===== config.mk =====
export PLATFORM = sky130hd
export DESIGN_NAME = dsib_bridge
export DESIGN_NICKNAME = d
export VERILOG_FILES = /design/src/shared/dsib_pkg.sv /design/src/rtl/dsib_fifo.sv /design/src/rtl/dsib_bridge.sv
export SDC_FILE = /design/constraint.sdc
export NUM_CORES = 1
export LEC_CHECK = 0
export BUFFER_PORTS_ARGS = -buffer_cell sky130_fd_sc_hd__buf_2
export CAP_MARGIN = 0
export CORE_MARGIN = 2
export CORE_UTILIZATION = 40
export CTS_BUF_LIST = sky130_fd_sc_hd__clkbuf_4
export DETAILED_ROUTE_END_ITERATION = 12
export GPL_TIMING_DRIVEN = 0
export PLACE_DENSITY_LB_ADDON = 0.25
export RECOVER_POWER = 50
export SLEW_MARGIN = 10
export SYNTH_ARGS = -nofsm -noshare
export SYNTH_HDL_FRONTEND = slang
export SYNTH_SLANG_ARGS = --single-unit

===== constraint.sdc =====
create_clock -name mclk -period 8.1 [get_ports mclk]
set_clock_uncertainty 0.1 [all_clocks]
set_input_delay 1.215 -clock mclk [delete_from_list [all_inputs] [get_ports mclk]]
set_output_delay 1.215 -clock mclk [all_outputs]
set_load 0.05 [all_outputs]

===== src/shared/dsib_pkg.sv =====
package dsib_pkg;

  // core clock and derived bit periods
  localparam int CLK_HZ = 20_000_000;
  localparam int BAUD_9600 = 9600;
  localparam int BAUD_4800 = 4800;
  localparam int BAUD_2400 = 2400;
  localparam int BAUD_1200 = 1200;
  localparam int DIV_9600 = CLK_HZ / BAUD_9600;
  localparam int DIV_4800 = CLK_HZ / BAUD_4800;
  localparam int DIV_2400 = CLK_HZ / BAUD_2400;
  localparam int DIV_1200 = CLK_HZ / BAUD_1200;
  localparam int DIV_W = 15;

  // baud select codes, {upper switch, lower switch}, on = 1
  localparam logic [1:0] BAUD_SEL_9600 = 2'h3;
  localparam logic [1:0] BAUD_SEL_4800 = 2'h2;
  localparam logic [1:0] BAUD_SEL_2400 = 2'h1;

  // switch positions in the configuration switch bank (switch n at bit n-1)
  localparam int SW_GPS_OFF = 0;
  localparam int SW_COMP_OFF = 1;
  localparam int SW_ADDR = 2;
  localparam int SW_GPS_BAUD_LO = 3;
  localparam int SW_GPS_BAUD_HI = 4;
  localparam int SW_COMP_BAUD_LO = 5;
  localparam int SW_COMP_BAUD_HI = 6;
  localparam logic [7:0] SW_RST = 8'hFF;

  // port indices
  localparam int PORT_COMP = 0;
  localparam int PORT_GPS = 1;
  localparam int NPORTS = 2;

  // serial character: 8 data bits, no parity, 1 stop
  localparam logic [3:0] UART_LAST_BIT = 4'h9;
  localparam logic [3:0] TX_SHIFTS = 4'h9;

  // bus address of the first unit; the second unit is one above
  localparam logic [6:0] I2C_ADDR_BASE = 7'h48;

  // receive buffer: port tag plus data byte
  localparam int FIFO_W = 9;
  localparam int FIFO_D = 4;

  // register port byte offsets
  localparam logic [3:0] REG_CTRL = 4'h0;
  localparam logic [3:0] REG_STATUS = 4'h4;
  localparam logic [3:0] REG_CFG = 4'h8;
  localparam int CTRL_RUN = 0;
  localparam int CTRL_FLUSH = 1;
  localparam logic CTRL_RUN_RST = 1'b1;

endpackage : dsib_pkg


===== src/rtl/dsib_fifo.sv =====
module dsib_fifo #(
  parameter int W = 8,
  parameter int D = 4
) (
  // clock and reset
  input wire logic mclk,
  input wire logic rst,
  input wire logic flush,
  // fill side
  input wire logic in_valid,
  output logic in_ready,
  input wire logic [W-1:0] in_data,
  // drain side
  output logic out_valid,
  input wire logic out_ready,
  output logic [W-1:0] out_data,
  // occupancy
  output logic [$clog2(D):0] level
);

  localparam int AW = $clog2(D);

  logic [W-1:0] mem [D];
  logic [AW-1:0] wr_ptr_r;
  logic [AW-1:0] rd_ptr_r;
  logic [AW:0] count_r;
  logic push;
  logic pop;

  // full and empty straight from the occupancy count
  assign in_ready = (count_r != (AW+1)'(D));
  assign out_valid = (count_r != '0);
  assign out_data = mem[rd_ptr_r];
  assign level = count_r;
  assign push = in_valid && in_ready;
  assign pop = out_valid && out_ready;

  // storage has no reset; only pointers and count carry state
  always_ff @(posedge mclk)
  begin
    if (push)
      mem[wr_ptr_r] <= in_data;
  end

  // pointers wrap naturally for power-of-two depth
  always_ff @(posedge mclk)
  begin
    if (rst || flush)
    begin
      wr_ptr_r <= '0;
      rd_ptr_r <= '0;
      count_r <= '0;
    end
    else
    begin
      if (push)
        wr_ptr_r <= wr_ptr_r + AW'(1);
      if (pop)
        rd_ptr_r <= rd_ptr_r + AW'(1);
      count_r <= count_r + (AW+1)'(push) - (AW+1)'(pop);
    end
  end

endmodule : dsib_fifo


===== src/rtl/dsib_bridge.sv =====
// Implementation choices: the placing of the registers and the plain strobed port.
module dsib_bridge #(
  parameter int P_DIV_9600 = dsib_pkg::DIV_9600,
  parameter int P_DIV_4800 = dsib_pkg::DIV_4800,
  parameter int P_DIV_2400 = dsib_pkg::DIV_2400,
  parameter int P_DIV_1200 = dsib_pkg::DIV_1200
) (
  // clock and reset
  input wire logic mclk,
  input wire logic rst,
  // configuration switches, on = 1
  input wire logic [7:0] config_switch_bank,
  // register port
  input wire logic [3:0] reg_addr,
  input wire logic [31:0] reg_wdata,
  input wire logic reg_wr,
  input wire logic reg_rd,
  output logic [31:0] reg_rdata,
  // serial ports
  input wire logic computer_rx,
  output logic computer_tx,
  input wire logic gps_rx,
  output logic gps_tx,
  // two-wire host bus, open drain data
  input wire logic i2c_scl,
  input wire logic i2c_sda_in,
  output logic i2c_sda_out,
  output logic i2c_sda_oe
);

  typedef enum logic [2:0] {
    I_IDLE = 3'b000,
    I_ADDR = 3'b001,
    I_AACK = 3'b010,
    I_WR = 3'b011,
    I_WACK = 3'b100,
    I_RD = 3'b101,
    I_RACK = 3'b110
  } dsib_i2c_st_e;

  localparam int NP = dsib_pkg::NPORTS;

  // configuration and control state
  logic cfg_valid_r;
  logic [7:0] cfg_r;
  logic run_r;
  logic flush_r;
  logic [NP-1:0] ovr_sticky_r;
  logic [NP-1:0] frm_sticky_r;
  logic last_tag_r;
  logic [31:0] rdata_r;
  logic [NP-1:0] port_en;
  logic [6:0] unit_addr;
  logic [NP-1:0] rx_pins;
  logic [1:0] baud_code [NP];

  // receive and transmit exchange with the per-port logic
  logic [NP-1:0] hold_v;
  logic [7:0] hold_d [NP];
  logic [NP-1:0] hold_take;
  logic [NP-1:0] ovr_ev;
  logic [NP-1:0] frm_ev;
  logic [NP-1:0] txq_v;
  logic [NP-1:0] tx_load;
  logic [NP-1:0] tx_pin;
  logic rr_r;
  logic pick;

  // buffer signals
  logic fifo_in_valid;
  logic fifo_in_ready;
  logic fifo_out_valid;
  logic fifo_pop;
  logic [dsib_pkg::FIFO_W-1:0] fifo_out_data;
  logic [2:0] fifo_level;

  // bus slave state
  dsib_i2c_st_e st_r;
  logic scl_q_r;
  logic sda_q_r;
  logic [7:0] sh_r;
  logic [3:0] cnt_r;
  logic rw_r;
  logic first_r;
  logic sel_r;
  logic sda_oe_r;
  logic sda_out_r;
  logic rise;
  logic fall;
  logic bus_start;
  logic bus_stop;
  logic load_now;
  logic wr_done;
  logic [7:0] rd_byte;

  // switches caught once, the first edge after reset release
  always_ff @(posedge mclk)
  begin
    if (rst)
    begin
      cfg_valid_r <= 1'b0;
      cfg_r <= dsib_pkg::SW_RST;
    end
    else if (!cfg_valid_r)
    begin
      cfg_r <= config_switch_bank;
      cfg_valid_r <= 1'b1;
    end
  end

  // nothing moves until the configuration is in place
  assign port_en[dsib_pkg::PORT_COMP] = cfg_valid_r && run_r
    && !cfg_r[dsib_pkg::SW_COMP_OFF];
  assign port_en[dsib_pkg::PORT_GPS] = cfg_valid_r && run_r
    && !cfg_r[dsib_pkg::SW_GPS_OFF];
  assign unit_addr = dsib_pkg::I2C_ADDR_BASE + 7'(cfg_r[dsib_pkg::SW_ADDR]);
  assign rx_pins = {gps_rx, computer_rx};
  assign baud_code[dsib_pkg::PORT_GPS] = {cfg_r[dsib_pkg::SW_GPS_BAUD_HI],
    cfg_r[dsib_pkg::SW_GPS_BAUD_LO]};
  assign baud_code[dsib_pkg::PORT_COMP] = {cfg_r[dsib_pkg::SW_COMP_BAUD_HI],
    cfg_r[dsib_pkg::SW_COMP_BAUD_LO]};

  // bit period in clocks for a baud select code
  function automatic logic [dsib_pkg::DIV_W-1:0] bit_div(input logic [1:0] code);
    logic [dsib_pkg::DIV_W-1:0] d;
    case (code)
      dsib_pkg::BAUD_SEL_9600: d = dsib_pkg::DIV_W'(P_DIV_9600);
      dsib_pkg::BAUD_SEL_4800: d = dsib_pkg::DIV_W'(P_DIV_4800);
      dsib_pkg::BAUD_SEL_2400: d = dsib_pkg::DIV_W'(P_DIV_2400);
      default: d = dsib_pkg::DIV_W'(P_DIV_1200);
    endcase
    return d;
  endfunction : bit_div

  genvar g;
  generate
    for (g = 0; g < NP; g++)
    begin : g_port
      logic [dsib_pkg::DIV_W-1:0] div;
      logic rbusy_r;
      logic [dsib_pkg::DIV_W-1:0] rcnt_r;
      logic [3:0] rbit_r;
      logic [7:0] rsh_r;
      logic [7:0] hold_r;
      logic hv_r;
      logic ovr_r;
      logic frm_r;
      logic [7:0] q_r;
      logic qv_r;
      logic tbusy_r;
      logic [dsib_pkg::DIV_W-1:0] tcnt_r;
      logic [3:0] tleft_r;
      logic [9:0] tsh_r;
      logic tpin_r;

      assign div = bit_div(baud_code[g]);
      assign hold_v[g] = hv_r;
      assign hold_d[g] = hold_r;
      assign ovr_ev[g] = ovr_r;
      assign frm_ev[g] = frm_r;
      assign txq_v[g] = qv_r;
      assign tx_pin[g] = tpin_r;

      // receiver: mid-bit sampling, start, 8 data, one stop, no parity
      always_ff @(posedge mclk)
      begin
        if (rst)
        begin
          rbusy_r <= 1'b0;
          rcnt_r <= '0;
          rbit_r <= 4'h0;
          rsh_r <= 8'h00;
          hold_r <= 8'h00;
          hv_r <= 1'b0;
          ovr_r <= 1'b0;
          frm_r <= 1'b0;
        end
        else
        begin
          ovr_r <= 1'b0;
          frm_r <= 1'b0;
          if (hold_take[g])
            hv_r <= 1'b0;
          if (!port_en[g])
            rbusy_r <= 1'b0;
          else if (!rbusy_r)
          begin
            if (!rx_pins[g])
            begin
              rbusy_r <= 1'b1;
              rcnt_r <= div >> 1;
              rbit_r <= 4'h0;
            end
          end
          else if (rcnt_r != '0)
            rcnt_r <= rcnt_r - dsib_pkg::DIV_W'(1);
          else
          begin
            rcnt_r <= div - dsib_pkg::DIV_W'(1);
            if (rbit_r == 4'h0)
            begin
              // a glitch shorter than half a bit is not a start
              if (rx_pins[g])
                rbusy_r <= 1'b0;
              else
                rbit_r <= 4'h1;
            end
            else if (rbit_r != dsib_pkg::UART_LAST_BIT)
            begin
              rsh_r <= {rx_pins[g], rsh_r[7:1]};
              rbit_r <= rbit_r + 4'h1;
            end
            else
            begin
              rbusy_r <= 1'b0;
              if (!rx_pins[g])
                frm_r <= 1'b1;
              else if (hv_r && !hold_take[g])
                ovr_r <= 1'b1;
              else
              begin
                hold_r <= rsh_r;
                hv_r <= 1'b1;
              end
            end
          end
        end
      end

      // transmit queue word, loaded from the host bus
      always_ff @(posedge mclk)
      begin
        if (rst)
        begin
          q_r <= 8'h00;
          qv_r <= 1'b0;
        end
        else if (tx_load[g])
        begin
          q_r <= sh_r;
          qv_r <= 1'b1;
        end
        else if (!tbusy_r && qv_r)
          qv_r <= 1'b0;
      end

      // transmitter: start bit, 8 data lsb first, one stop bit
      always_ff @(posedge mclk)
      begin
        if (rst)
        begin
          tbusy_r <= 1'b0;
          tcnt_r <= '0;
          tleft_r <= 4'h0;
          tsh_r <= 10'h3FF;
          tpin_r <= 1'b1;
        end
        else if (!tbusy_r)
        begin
          if (qv_r)
          begin
            tbusy_r <= 1'b1;
            tsh_r <= {1'b1, q_r, 1'b0};
            tpin_r <= 1'b0;
            tleft_r <= dsib_pkg::TX_SHIFTS;
            tcnt_r <= div - dsib_pkg::DIV_W'(1);
          end
        end
        else if (tcnt_r != '0)
          tcnt_r <= tcnt_r - dsib_pkg::DIV_W'(1);
        else if (tleft_r == 4'h0)
          tbusy_r <= 1'b0;
        else
        begin
          tsh_r <= {1'b1, tsh_r[9:1]};
          tpin_r <= tsh_r[1];
          tleft_r <= tleft_r - 4'h1;
          tcnt_r <= div - dsib_pkg::DIV_W'(1);
        end
      end
    end
  endgenerate

  assign computer_tx = tx_pin[dsib_pkg::PORT_COMP];
  assign gps_tx = tx_pin[dsib_pkg::PORT_GPS];

  // alternate between ports so neither can starve the other
  assign pick = hold_v[1] && (!hold_v[0] || rr_r);
  assign fifo_in_valid = |hold_v;
  assign hold_take[0] = fifo_in_valid && fifo_in_ready && !pick;
  assign hold_take[1] = fifo_in_valid && fifo_in_ready && pick;

  always_ff @(posedge mclk)
  begin
    if (rst)
      rr_r <= 1'b0;
    else if (fifo_in_valid && fifo_in_ready)
      rr_r <= !pick;
  end

  // full buffer stalls the receive holding words, not the data
  dsib_fifo #(
    .W(dsib_pkg::FIFO_W),
    .D(dsib_pkg::FIFO_D)
  ) u_fifo (
    .mclk(mclk),
    .rst(rst),
    .flush(flush_r),
    .in_valid(fifo_in_valid),
    .in_ready(fifo_in_ready),
    .in_data({pick, hold_d[pick]}),
    .out_valid(fifo_out_valid),
    .out_ready(fifo_pop),
    .out_data(fifo_out_data),
    .level(fifo_level)
  );

  // bus edges and framing conditions, inputs already synchronous
  assign rise = i2c_scl && !scl_q_r;
  assign fall = !i2c_scl && scl_q_r;
  assign bus_start = i2c_scl && scl_q_r && sda_q_r && !i2c_sda_in;
  assign bus_stop = i2c_scl && scl_q_r && !sda_q_r && i2c_sda_in;
  assign load_now = fall && !bus_start && !bus_stop
    && ((st_r == I_AACK && rw_r) || st_r == I_RACK);
  assign fifo_pop = load_now && fifo_out_valid;
  // empty buffer reads back as zero
  assign rd_byte = fifo_out_valid ? fifo_out_data[7:0] : 8'h00;
  assign wr_done = fall && !bus_start && !bus_stop && st_r == I_WR
    && cnt_r == 4'h8 && !first_r;
  assign tx_load[0] = wr_done && !sel_r && port_en[0] && !txq_v[0];
  assign tx_load[1] = wr_done && sel_r && port_en[1] && !txq_v[1];

  always_ff @(posedge mclk)
  begin
    if (rst)
    begin
      scl_q_r <= 1'b1;
      sda_q_r <= 1'b1;
    end
    else
    begin
      scl_q_r <= i2c_scl;
      sda_q_r <= i2c_sda_in;
    end
  end

  // bus slave: address, then on writes a port select byte, then data bytes
  always_ff @(posedge mclk)
  begin
    if (rst)
    begin
      st_r <= I_IDLE;
      sh_r <= 8'h00;
      cnt_r <= 4'h0;
      rw_r <= 1'b0;
      first_r <= 1'b0;
      sel_r <= 1'b0;
      sda_oe_r <= 1'b0;
      last_tag_r <= 1'b0;
    end
    else if (bus_start && cfg_valid_r)
    begin
      st_r <= I_ADDR;
      cnt_r <= 4'h0;
      sda_oe_r <= 1'b0;
    end
    else if (bus_stop)
    begin
      st_r <= I_IDLE;
      sda_oe_r <= 1'b0;
    end
    else if (load_now)
    begin
      // data changes only while the clock is low
      st_r <= I_RD;
      sda_oe_r <= !rd_byte[7];
      sh_r <= {rd_byte[6:0], 1'b0};
      cnt_r <= 4'h1;
      if (fifo_out_valid)
        last_tag_r <= fifo_out_data[8];
    end
    else
    begin
      case (st_r)
        I_ADDR, I_WR:
        begin
          if (rise && cnt_r != 4'h8)
          begin
            sh_r <= {sh_r[6:0], i2c_sda_in};
            cnt_r <= cnt_r + 4'h1;
          end
          else if (fall && cnt_r == 4'h8)
          begin
            if (st_r == I_ADDR)
            begin
              // unmatched address: stay off the bus until the next start
              if (sh_r[7:1] == unit_addr)
              begin
                st_r <= I_AACK;
                sda_oe_r <= 1'b1;
                rw_r <= sh_r[0];
                first_r <= 1'b1;
              end
              else
                st_r <= I_IDLE;
            end
            else if (first_r)
            begin
              sel_r <= sh_r[0];
              first_r <= 1'b0;
              st_r <= port_en[sh_r[0]] ? I_WACK : I_IDLE;
              sda_oe_r <= port_en[sh_r[0]];
            end
            else
            begin
              // busy or disabled port: not acknowledged, byte refused
              st_r <= (tx_load != '0) ? I_WACK : I_IDLE;
              sda_oe_r <= (tx_load != '0);
            end
          end
        end
        I_AACK, I_WACK:
        begin
          if (fall)
          begin
            st_r <= I_WR;
            sda_oe_r <= 1'b0;
            cnt_r <= 4'h0;
          end
        end
        I_RD:
        begin
          if (fall)
          begin
            if (cnt_r == 4'h8)
            begin
              st_r <= I_RACK;
              sda_oe_r <= 1'b0;
            end
            else
            begin
              sda_oe_r <= !sh_r[7];
              sh_r <= {sh_r[6:0], 1'b0};
              cnt_r <= cnt_r + 4'h1;
            end
          end
        end
        I_RACK:
        begin
          if (rise && i2c_sda_in)
            st_r <= I_IDLE;
        end
        default:
          st_r <= I_IDLE;
      endcase
    end
  end

  // open drain: the data line is only ever pulled low
  always_ff @(posedge mclk)
  begin
    sda_out_r <= 1'b0;
  end

  assign i2c_sda_out = sda_out_r;
  assign i2c_sda_oe = sda_oe_r;

  // control register and sticky error flags, set beats clear
  always_ff @(posedge mclk)
  begin
    if (rst)
    begin
      run_r <= dsib_pkg::CTRL_RUN_RST;
      flush_r <= 1'b0;
      ovr_sticky_r <= '0;
      frm_sticky_r <= '0;
    end
    else
    begin
      flush_r <= reg_wr && reg_addr == dsib_pkg::REG_CTRL && reg_wdata[dsib_pkg::CTRL_FLUSH];
      if (reg_wr && reg_addr == dsib_pkg::REG_CTRL)
        run_r <= reg_wdata[dsib_pkg::CTRL_RUN];
      if (reg_wr && reg_addr == dsib_pkg::REG_STATUS)
      begin
        ovr_sticky_r <= (ovr_sticky_r & ~reg_wdata[1:0]) | ovr_ev;
        frm_sticky_r <= (frm_sticky_r & ~reg_wdata[3:2]) | frm_ev;
      end
      else
      begin
        ovr_sticky_r <= ovr_sticky_r | ovr_ev;
        frm_sticky_r <= frm_sticky_r | frm_ev;
      end
    end
  end

  // read data valid only in the cycle after the strobe
  always_ff @(posedge mclk)
  begin
    if (rst || !reg_rd)
      rdata_r <= 32'h0000_0000;
    else
    begin
      case (reg_addr)
        dsib_pkg::REG_CTRL: rdata_r <= {31'h0, run_r};
        dsib_pkg::REG_STATUS: rdata_r <= {23'h0, last_tag_r, cfg_valid_r, fifo_level,
          frm_sticky_r, ovr_sticky_r};
        dsib_pkg::REG_CFG: rdata_r <= {24'h0, cfg_r};
        default: rdata_r <= 32'h0000_0000;
      endcase
    end
  end

  assign reg_rdata = rdata_r;

endmodule : dsib_bridge


==> impl_metrics.csv, run 1 <==
group,metric,value,unit
outcome,status,"finished clean",
worst_hold_path,min_from,"g_port[1].frm_r$_SDFF_PP0_",
power,powerDensity,189.0,mW/mm2
sta,drv_slew,0,
power,p_int,1.901,mW
place,dp_hpwl,23890,um
cts,cts-hold-fix-buffers,0,
sta,rsz0062_at_grt,"no",
critical_path,critPathSlowestCell,"nor3b_1",
critical_path,cp_data_required_time,8.53,ns
detailed_routing,ant_nets,0,
synth,synthDistinctLibCells,76,
floorplan,start_util,0.4067,
cells_and_area,final_area,0.01366,mm2
detailed_routing,drt-total-wl,33960,um
critical_path,cp-end-kind,"flop",
critical_path,cp_slowest_stage_delay,0.74,ns
sta,setup_viol,0,
synth,synth_adder_area_share,0.03487,
grt,grt_use_total,0.2187,
synth,avgSynthCellArea,9.126,um2
critical_path,critPathLaunchType,"flop",
floorplan,rows,63,
cts,clk_path_buf_depth,3,
detailed_routing,drc,0,
sta,setup_tns,0,ns
synth,ys.flop_type,"dfxtp_1",
cells_and_area,post-route-util,0.4610,
cts,cts_root_buf,"clkbuf_4",
worst_hold_path,hold_path.class,"flop to flop",
power,swShare,0.2637,
place,finalWeightedCongestion,0.9008,
synth,synth-simple-area-share,0.2042,
detailed_routing,vias_per_cell,5.614,
synth,netlist_instances,1321,
floorplan,die_y,177.6,um
critical_path,critPathMaxFanout,9,
synth,synth-async-reset-ratio,0,
cts,clk_latency,0.67,ns
cts,post-cts-setup-buffers,0,
power,clockPowerShare,0.438,
critical_path,path_class,"flop to flop",
synth,synth-compound-area-share,0.1673,
synth,synth_top_family_by_area,"simple AND/OR/NAND/NOR gates",
power,p_comb_frac,0.075,
power,peakVddDrop,0.0001744,V
grt,grt_max_degree,11,
synth,synth_edf_count,36,
critical_path,path_cells,"inv_1 > ha_1 > nor3b_1 > nand4_1 > nor3_1 > buf_1 > a41oi_1 > a311oi_1",
synth,netlist_area,0.01206,mm2
critical_path,r2r_cells,8,
floorplan,die_w,177.6,um
critical_path,r2r_start,"g_port[1].rcnt_r[0]$_SDFFE_PP0P_",
run,drv_cap,0,
cts,cts_buffers,72,
grt,antenna_found_initial,1,
synth,synth-xor-area-share,0.009445,
power,p_switching,0.6810,mW
cts,cts_tree,"yes",
synth,yosysSeqAreaShare,0.4384,
floorplan,ios,88,
sta,fin_crit_sh,0.4398,
grt,gr-total-overflow,0,
detailed_routing,drt_pass1_iterations,5,
critical_path,r2r_slack,4.54,ns
critical_path,reg2reg_to,"g_port[1].rbit_r[3]$_SDFFE_PP0P_",
cts,ctsResizeCount,0,
cts,htree_levels,3,
synth,synth-seq-cells,246,
cts,clkTransAtPathRegs,0.06,ns
power,p_leak,5.113,nW
cts,cts.sinks,246,
sta,worst_pin_slew,1.186,ns
detailed_routing,num_vias,10628,
sta,finalHoldViolCount,0,
power,p_seq_frac,0.486,
detailed_routing,first_iter_violations,765,
critical_path,cp.arrival,3.99,ns
sta,period_needed,3.563,ns
sta,slew_headroom,0.2017,
detailed_routing,avgRoutedWirePerCell,17.94,um
worst_hold_path,holdPathStages,2,
cells_and_area,syn_to_final_growth,13.33,%
place,port_buffers,33,
cells_and_area,nets,1538,
place,place_area,0.01282,mm2
sta,fmax,280.7,MHz
sta,holdWs,0.3530,ns
power,p_total,2.582,mW
grt,first_global_vias,10101,
worst_hold_path,holdPathEnd,"frm_sticky_r[1]$_SDFF_PP0_",
synth,synth_mux_area_frac,0.09092,
cells_and_area,final_layout_size_suffix_gt1_frac,0.1325,
synth,ys_warn_count,0,
floorplan,fp.dieArea,0.03154,mm2
grt,grt_pass1_wl,54280,um
floorplan,core_region_area,0.02964,mm2
==> power by group through the flow <==
stage          Sequential [mW]  Combinational, mW  Clock, mW
2_1_floorplan             1.28              0.137          0
3_3_place_gp              1.28              0.191          0
3_5_place_dp              1.28              0.192          0
4_1_cts                   1.26              0.193       1.17
5_1_grt                   1.26              0.212       1.23
6_report                  1.26              0.195       1.13
==> synthesized netlist by cell type, types with 24 or more instances <==
library cell  count  area [um2]
dfxtp_1         210        4204
nor2_1          144       540.5
nand2_1          96       360.4
a21oi_1          78       390.4
mux2i_1          78       780.8
clkbuf_1         65       244.0
o21ai_0          56       280.3
nor3_1           52       260.3
inv_1            48       180.2
edfxtp_1         36        1081
nand3_1          36       180.2
ha_1             32       400.4
nor4_1           25       156.4
o211ai_1         25       187.7
buf_4            24       180.2
==> worst max-delay path, delay by kind of cell (launching register included) <==
| kind | cells | cell delay, ns |
|---|---|---|
| buffers and inverters | 2 | 0.67 |
| DFF | 1 | 0.35 |
| adders and majority gates | 1 | 0.21 |
| AOI/OAI and AO/OA | 2 | 0.47 |
| and+or+nand+nor | 3 | 1.65 |
==> per-layer routing <==
metal / up-vias / track usage / routed length, um
met3: 71 / 0.04670 / 2279
li1: 5133 / - / -
met5: - / 0 / 0
met1: 5062 / 0.2902 / 15030
met4: 0 / 0.08641 / 922
met2: 362 / 0.3471 / 15720
==> flip-flops by register name (all words and copies together), names as in the netlist, 9 cells and up, named ones only <==
register       cells
g_port.hold_r     16
g_port.q_r        16
g_port.rcnt_r     30
g_port.rsh_r      16
g_port.tcnt_r     30
g_port.tsh_r      16
reg_rdata          9
u_fifo.mem        36
==> cell usage in the layout, fill, tap and decap left out, types with 48 or more instances in the layout <==
cell type  Yosys  routed
mux2i_1       78      78
dfxtp_1      210     210
inv_1         48      48
o21ai_0       56      57
nor2_1       144     144
nor3_1        52      52
a21oi_1       78      78
clkbuf_4       0     107
nand2_1       96      96
clkbuf_1      65      85
==> cell families after synthesis <==
logic type               Yosys count
AO/OA/AOI/OAI                    301
multiplexers                      97
flip-flops                       246
other                              1
AND/OR/NAND/NOR                  483
XOR/XNOR                          13
buffers and inverters            147
adder cells (fa/ha/maj)           33
==> final cells by class <==
| class | instances | area (um2) |
|---|---|---|
| clock buffer | 107 | 803.3 |
| multi-input combinational | 951 | 6206 |
| fill | 2960 | 15980 |
| inverter | 48 | 180.2 |
| buffer | 99 | 478.0 |
| sequential | 246 | 5285 |
| tap | 390 | 488.0 |
| timing repair buffer | 35 | 157.7 |
| antenna | 1 | 2.502 |
| clock inverter | 16 | 61.31 |
==> how the worst max path moves through the flow <==
stage	from	endpoint	cells after the start
after floorplan	i2c_scl	u_fifo.level[2]$_SDFF_PP0_	11
after global placement	i2c_scl	u_fifo.level[2]$_SDFF_PP0_	12
after detailed placement	i2c_scl	u_fifo.level[2]$_SDFF_PP0_	12
after CTS	g_port[0].tcnt_r[0]$_SDFFE_PP0P_	g_port[0].tsh_r[5]$_SDFFE_PP1P_	9
after global routing	g_port[1].rcnt_r[1]$_SDFFE_PP0P_	g_port[1].rbit_r[3]$_SDFFE_PP0P_	8
final	g_port[1].rcnt_r[0]$_SDFFE_PP0P_	g_port[1].rbit_r[3]$_SDFFE_PP0P_	8
==> through the flow <==
| stage | worst slack [ns] | cells |
|---|---|---|
| floorplan | 4.595 | 1344 |
| global placement | 3.991 | 1767 |
| detailed placement | 3.983 | 1769 |
| CTS | 4.610 | 1892 |
| global route | 4.272 | 1893 |
| finish | 4.537 | 1893 |
(Power assumes the default switching activity.)
==> run 2, diff against run 1 <==
ABC_AREA = 1   (was not set)
clock period = 2.92 ns   (was 8.1 ns; I/O delays follow)
==> impl_metrics.csv, run 2 <==
group,metric,value,unit
grt,gr-total-overflow,0,
power,peakVddDrop,0.0003520,V
synth,synth-seq-cells,246,
power,p_total,8.179,mW
power,swShare,0.3099,
cells_and_area,post-route-util,0.4605,
detailed_routing,ant_nets,0,
critical_path,cp.arrival,3.23,ns
cells_and_area,nets,1973,
detailed_routing,vias_per_cell,5.105,
critical_path,cp-end-kind,"flop",
detailed_routing,drc,0,
synth,synth-async-reset-ratio,0,
critical_path,path_class,"flop to flop",
synth,avgSynthCellArea,7.328,um2
cts,cts_buffers,72,
sta,worst_pin_slew,0.9388,ns
synth,synthDistinctLibCells,48,
cts,post-cts-setup-buffers,0,
power,clockPowerShare,0.398,
power,p_leak,6.379,nW
worst_hold_path,min_from,"reg_wdata[3]",
sta,finalHoldViolCount,0,
worst_hold_path,holdPathStages,4,
floorplan,die_w,182.3,um
critical_path,cp_data_required_time,3.37,ns
synth,netlist_area,0.01271,mm2
power,powerDensity,565.8,mW/mm2
critical_path,critPathMaxFanout,10,
floorplan,core_region_area,0.03139,mm2
critical_path,cp_slowest_stage_delay,0.87,ns
cells_and_area,reg_top3,"u_fifo.mem x36, g_port.rcnt_r x30, g_port.tcnt_r x30",
floorplan,fp.dieArea,0.03323,mm2
sta,slew_headroom,0.3741,
synth,synth_top_area_cell,"dfxtp_1",
synth,ys_top_cells_by_area,"dfxtp_1, nand2_1, edfxtp_1, a21oi_1, inv_1",
cts,htree_levels,3,
cells_and_area,largest_register,"u_fifo.mem",
place,post-place-cells,2195,
sta,setup_viol,0,
synth,yosysSeqAreaShare,0.4157,
critical_path,cp_top_family,"compound AO/OA/AOI/OAI gates",
sta,drv_slew,0,
cts,clkTransAtPathRegs,0.07,ns
synth,ys.flop_type,"dfxtp_1",
detailed_routing,drt_pass1_iterations,5,
synth,yosys-top-cells-count,"nand2_1, dfxtp_1, inv_1",
sta,period_needed,2.784,ns
critical_path,critPathLaunchType,"flop",
worst_hold_path,holdPathEnd,"frm_sticky_r[1]$_SDFF_PP0_",
cts,clk_path_buf_depth,3,
detailed_routing,first_iter_violations,797,
critical_path,path_buf_inv,2,
power,p_switching,2.535,mW
worst_hold_path,hold_path.class,"input pin to flop",
floorplan,start_util,0.4050,
cells_and_area,final_common_cell,"nand2_1",
critical_path,path_common_cell,"a21oi_1",
grt,grt_use_total,0.2130,
synth,synth_edf_count,36,
floorplan,rows,65,
critical_path,reg2reg_to,"g_port[1].rcnt_r[4]$_SDFFE_PP0P_",
run,drv_cap,0,
sta,fmax,359.2,MHz
detailed_routing,drt-total-wl,35140,um
grt,antenna_found_initial,4,
sta,setup_tns,0,ns
cells_and_area,largest_register_ffs,36,
grt,grt_pass1_wl,56700,um
cts,cts.sinks,246,
sta,worst_slack,0.1362,ns
critical_path,critPathSlowestCell,"a21oi_1",
cells_and_area,final_cells,2347,
synth,ys_warn_count,0,
synth,netlist_instances,1735,
cells_and_area,syn_to_final_growth,13.70,%
outcome,status,"finished clean",
floorplan,die_y,182.3,um
place,dp_hpwl,25310,um
cts,cts_root_buf,"clkbuf_4",
synth,synth.top_cell.area_share,0.3307,
grt,grt_max_degree,13,
critical_path,r2r_start,"cfg_valid_r$_DFF_P_",
floorplan,ios,88,
grt,first_global_vias,11190,
power,p_comb_frac,0.154,
sta,fin_crit_sh,0.9534,
critical_path,path_cells,"nand3_1 > a21oi_1 > inv_2 > buf_2 > a21oi_1 > a21oi_1",
place,finalWeightedCongestion,0.9021,
cts,cts_tree,"yes",
critical_path,r2r_slack,0.14,ns
critical_path,r2r_cells,6,
cts,clk_latency,0.69,ns
sta,rsz0062_at_grt,"no",
cells_and_area,final_layout_size_suffix_gt1_frac,0.1189,
place,port_buffers,35,
place,dp_slack,0.03661,ns
cells_and_area,final_cell_mix,"nand2_1, dfxtp_1, inv_1, nor2_1, a21oi_1",
detailed_routing,avgRoutedWirePerCell,14.97,um
power,p_int,5.644,mW
detailed_routing,num_vias,11981,
synth,yosysMostFrequentCell,"nand2_1",
power,p_seq_frac,0.448,
## run 2: changes by cell type in the layout (fill, tap and decap cells not counted), moves of 20 or more
cell	before	now
a21oi_1	78	151
nor2_1	144	172
mux2i_1	78	0
inv_1	48	177
nand2_1	96	407
nor4_1	25	5
nand4_1	7	43
o21ai_0	57	128
xor2_1	6	30
a22oi_1	20	0
clkbuf_1	85	52
nand3_1	36	102
dlygate4sd3_1	0	21
nor3_1	52	28
## run 2: kinds of logic after synthesis
kind of cell	count (synthesis)	share of synthesized area
AOI/OAI and AO/OA	339	0.1460
xor gates and xnor gates	35	0.02411
adders and majority gates	33	0.03307
buffers and inverters	277	0.09507
DFF	246	0.4157
other	1	0.0002950
and+or+nand+nor	804	0.2857
## run 2: repair_timing
| action | 4_1_cts | 5_1_grt |
|---|---|---|
| hold endpoints to repair | 21 | 0 |
| hold buffers | 21 | 0 |
| setup endpoints to repair | 0 | 1 |
| gates resized for setup | 0 | 3 |
## run 2: layer usage
layer | wire, um | part of all wire | global-route usage | vias up
met5 | 0 | 0 | 0 | -
met4 | 1190 | 0.034 | 0.08935 | 0
met3 | 2443 | 0.070 | 0.04849 | 88
met2 | 15530 | 0.44 | 0.3359 | 378
met1 | 15970 | 0.45 | 0.2813 | 5491
li1 | - | - | - | 6024
## run 2: through the flow
step                      hold slack, ns  instance area [um2]
after floorplan                   0.3130                12800
after global placement            0.3221                13480
after detailed placement          0.3239                13480
after CTS                       0.003737                14590
after global routing            0.007828                14450
final                            0.05199                14460
## run 2: worst max-delay path by stage
stage	from	cells after the start	slack [ns]	endpoint
global route	scl_q_r$_SDFF_PP1_	13	0.02	u_fifo.level[2]$_SDFF_PP0_
finish	cfg_valid_r$_DFF_P_	6	0.14	g_port[1].rcnt_r[4]$_SDFFE_PP0P_
global placement	i2c_scl	13	0.008	u_fifo.level[2]$_SDFF_PP0_
detailed placement	i2c_scl	13	0.04	u_fifo.level[2]$_SDFF_PP0_
CTS	st_r[1]$_SDFFE_PP0P_	13	0.20	u_fifo.level[2]$_SDFF_PP0_
floorplan	i2c_scl	12	0.50	u_fifo.level[2]$_SDFF_PP0_
## run 2: final cells by class
type / count / area [um2]
Tap cell: 402 / 503.0
Clock buffer: 102 / 765.7
Fill cell: 3276 / 16940
Sequential cell: 246 / 5288
Inverter: 193 / 725.7
Buffer: 84 / 467.9
Timing Repair Buffer: 56 / 369.1
Antenna cell: 3 / 7.507
Clock inverter: 26 / 132.6
Multi-Input combinational cell: 1235 / 6196
## run 2: worst reg2reg max path, stage by stage, from the launching register on
cell     delay, ns
dfxtp_1       0.52
nand3_1       0.42
a21oi_1       0.87
inv_2         0.09
buf_2         0.23
a21oi_1       0.30
a21oi_1       0.11
## run 2: power groups by stage
stage | Clock (mW) | Sequential (mW) | Combinational [mW]
final | 3.26 | 3.66 | 1.26
after CTS | 3.35 | 3.66 | 1.27
after global routing | 3.53 | 3.68 | 1.43
after global placement | 0 | 3.73 | 1.24
after floorplan | 0 | 3.70 | 0.959
after detailed placement | 0 | 3.73 | 1.24
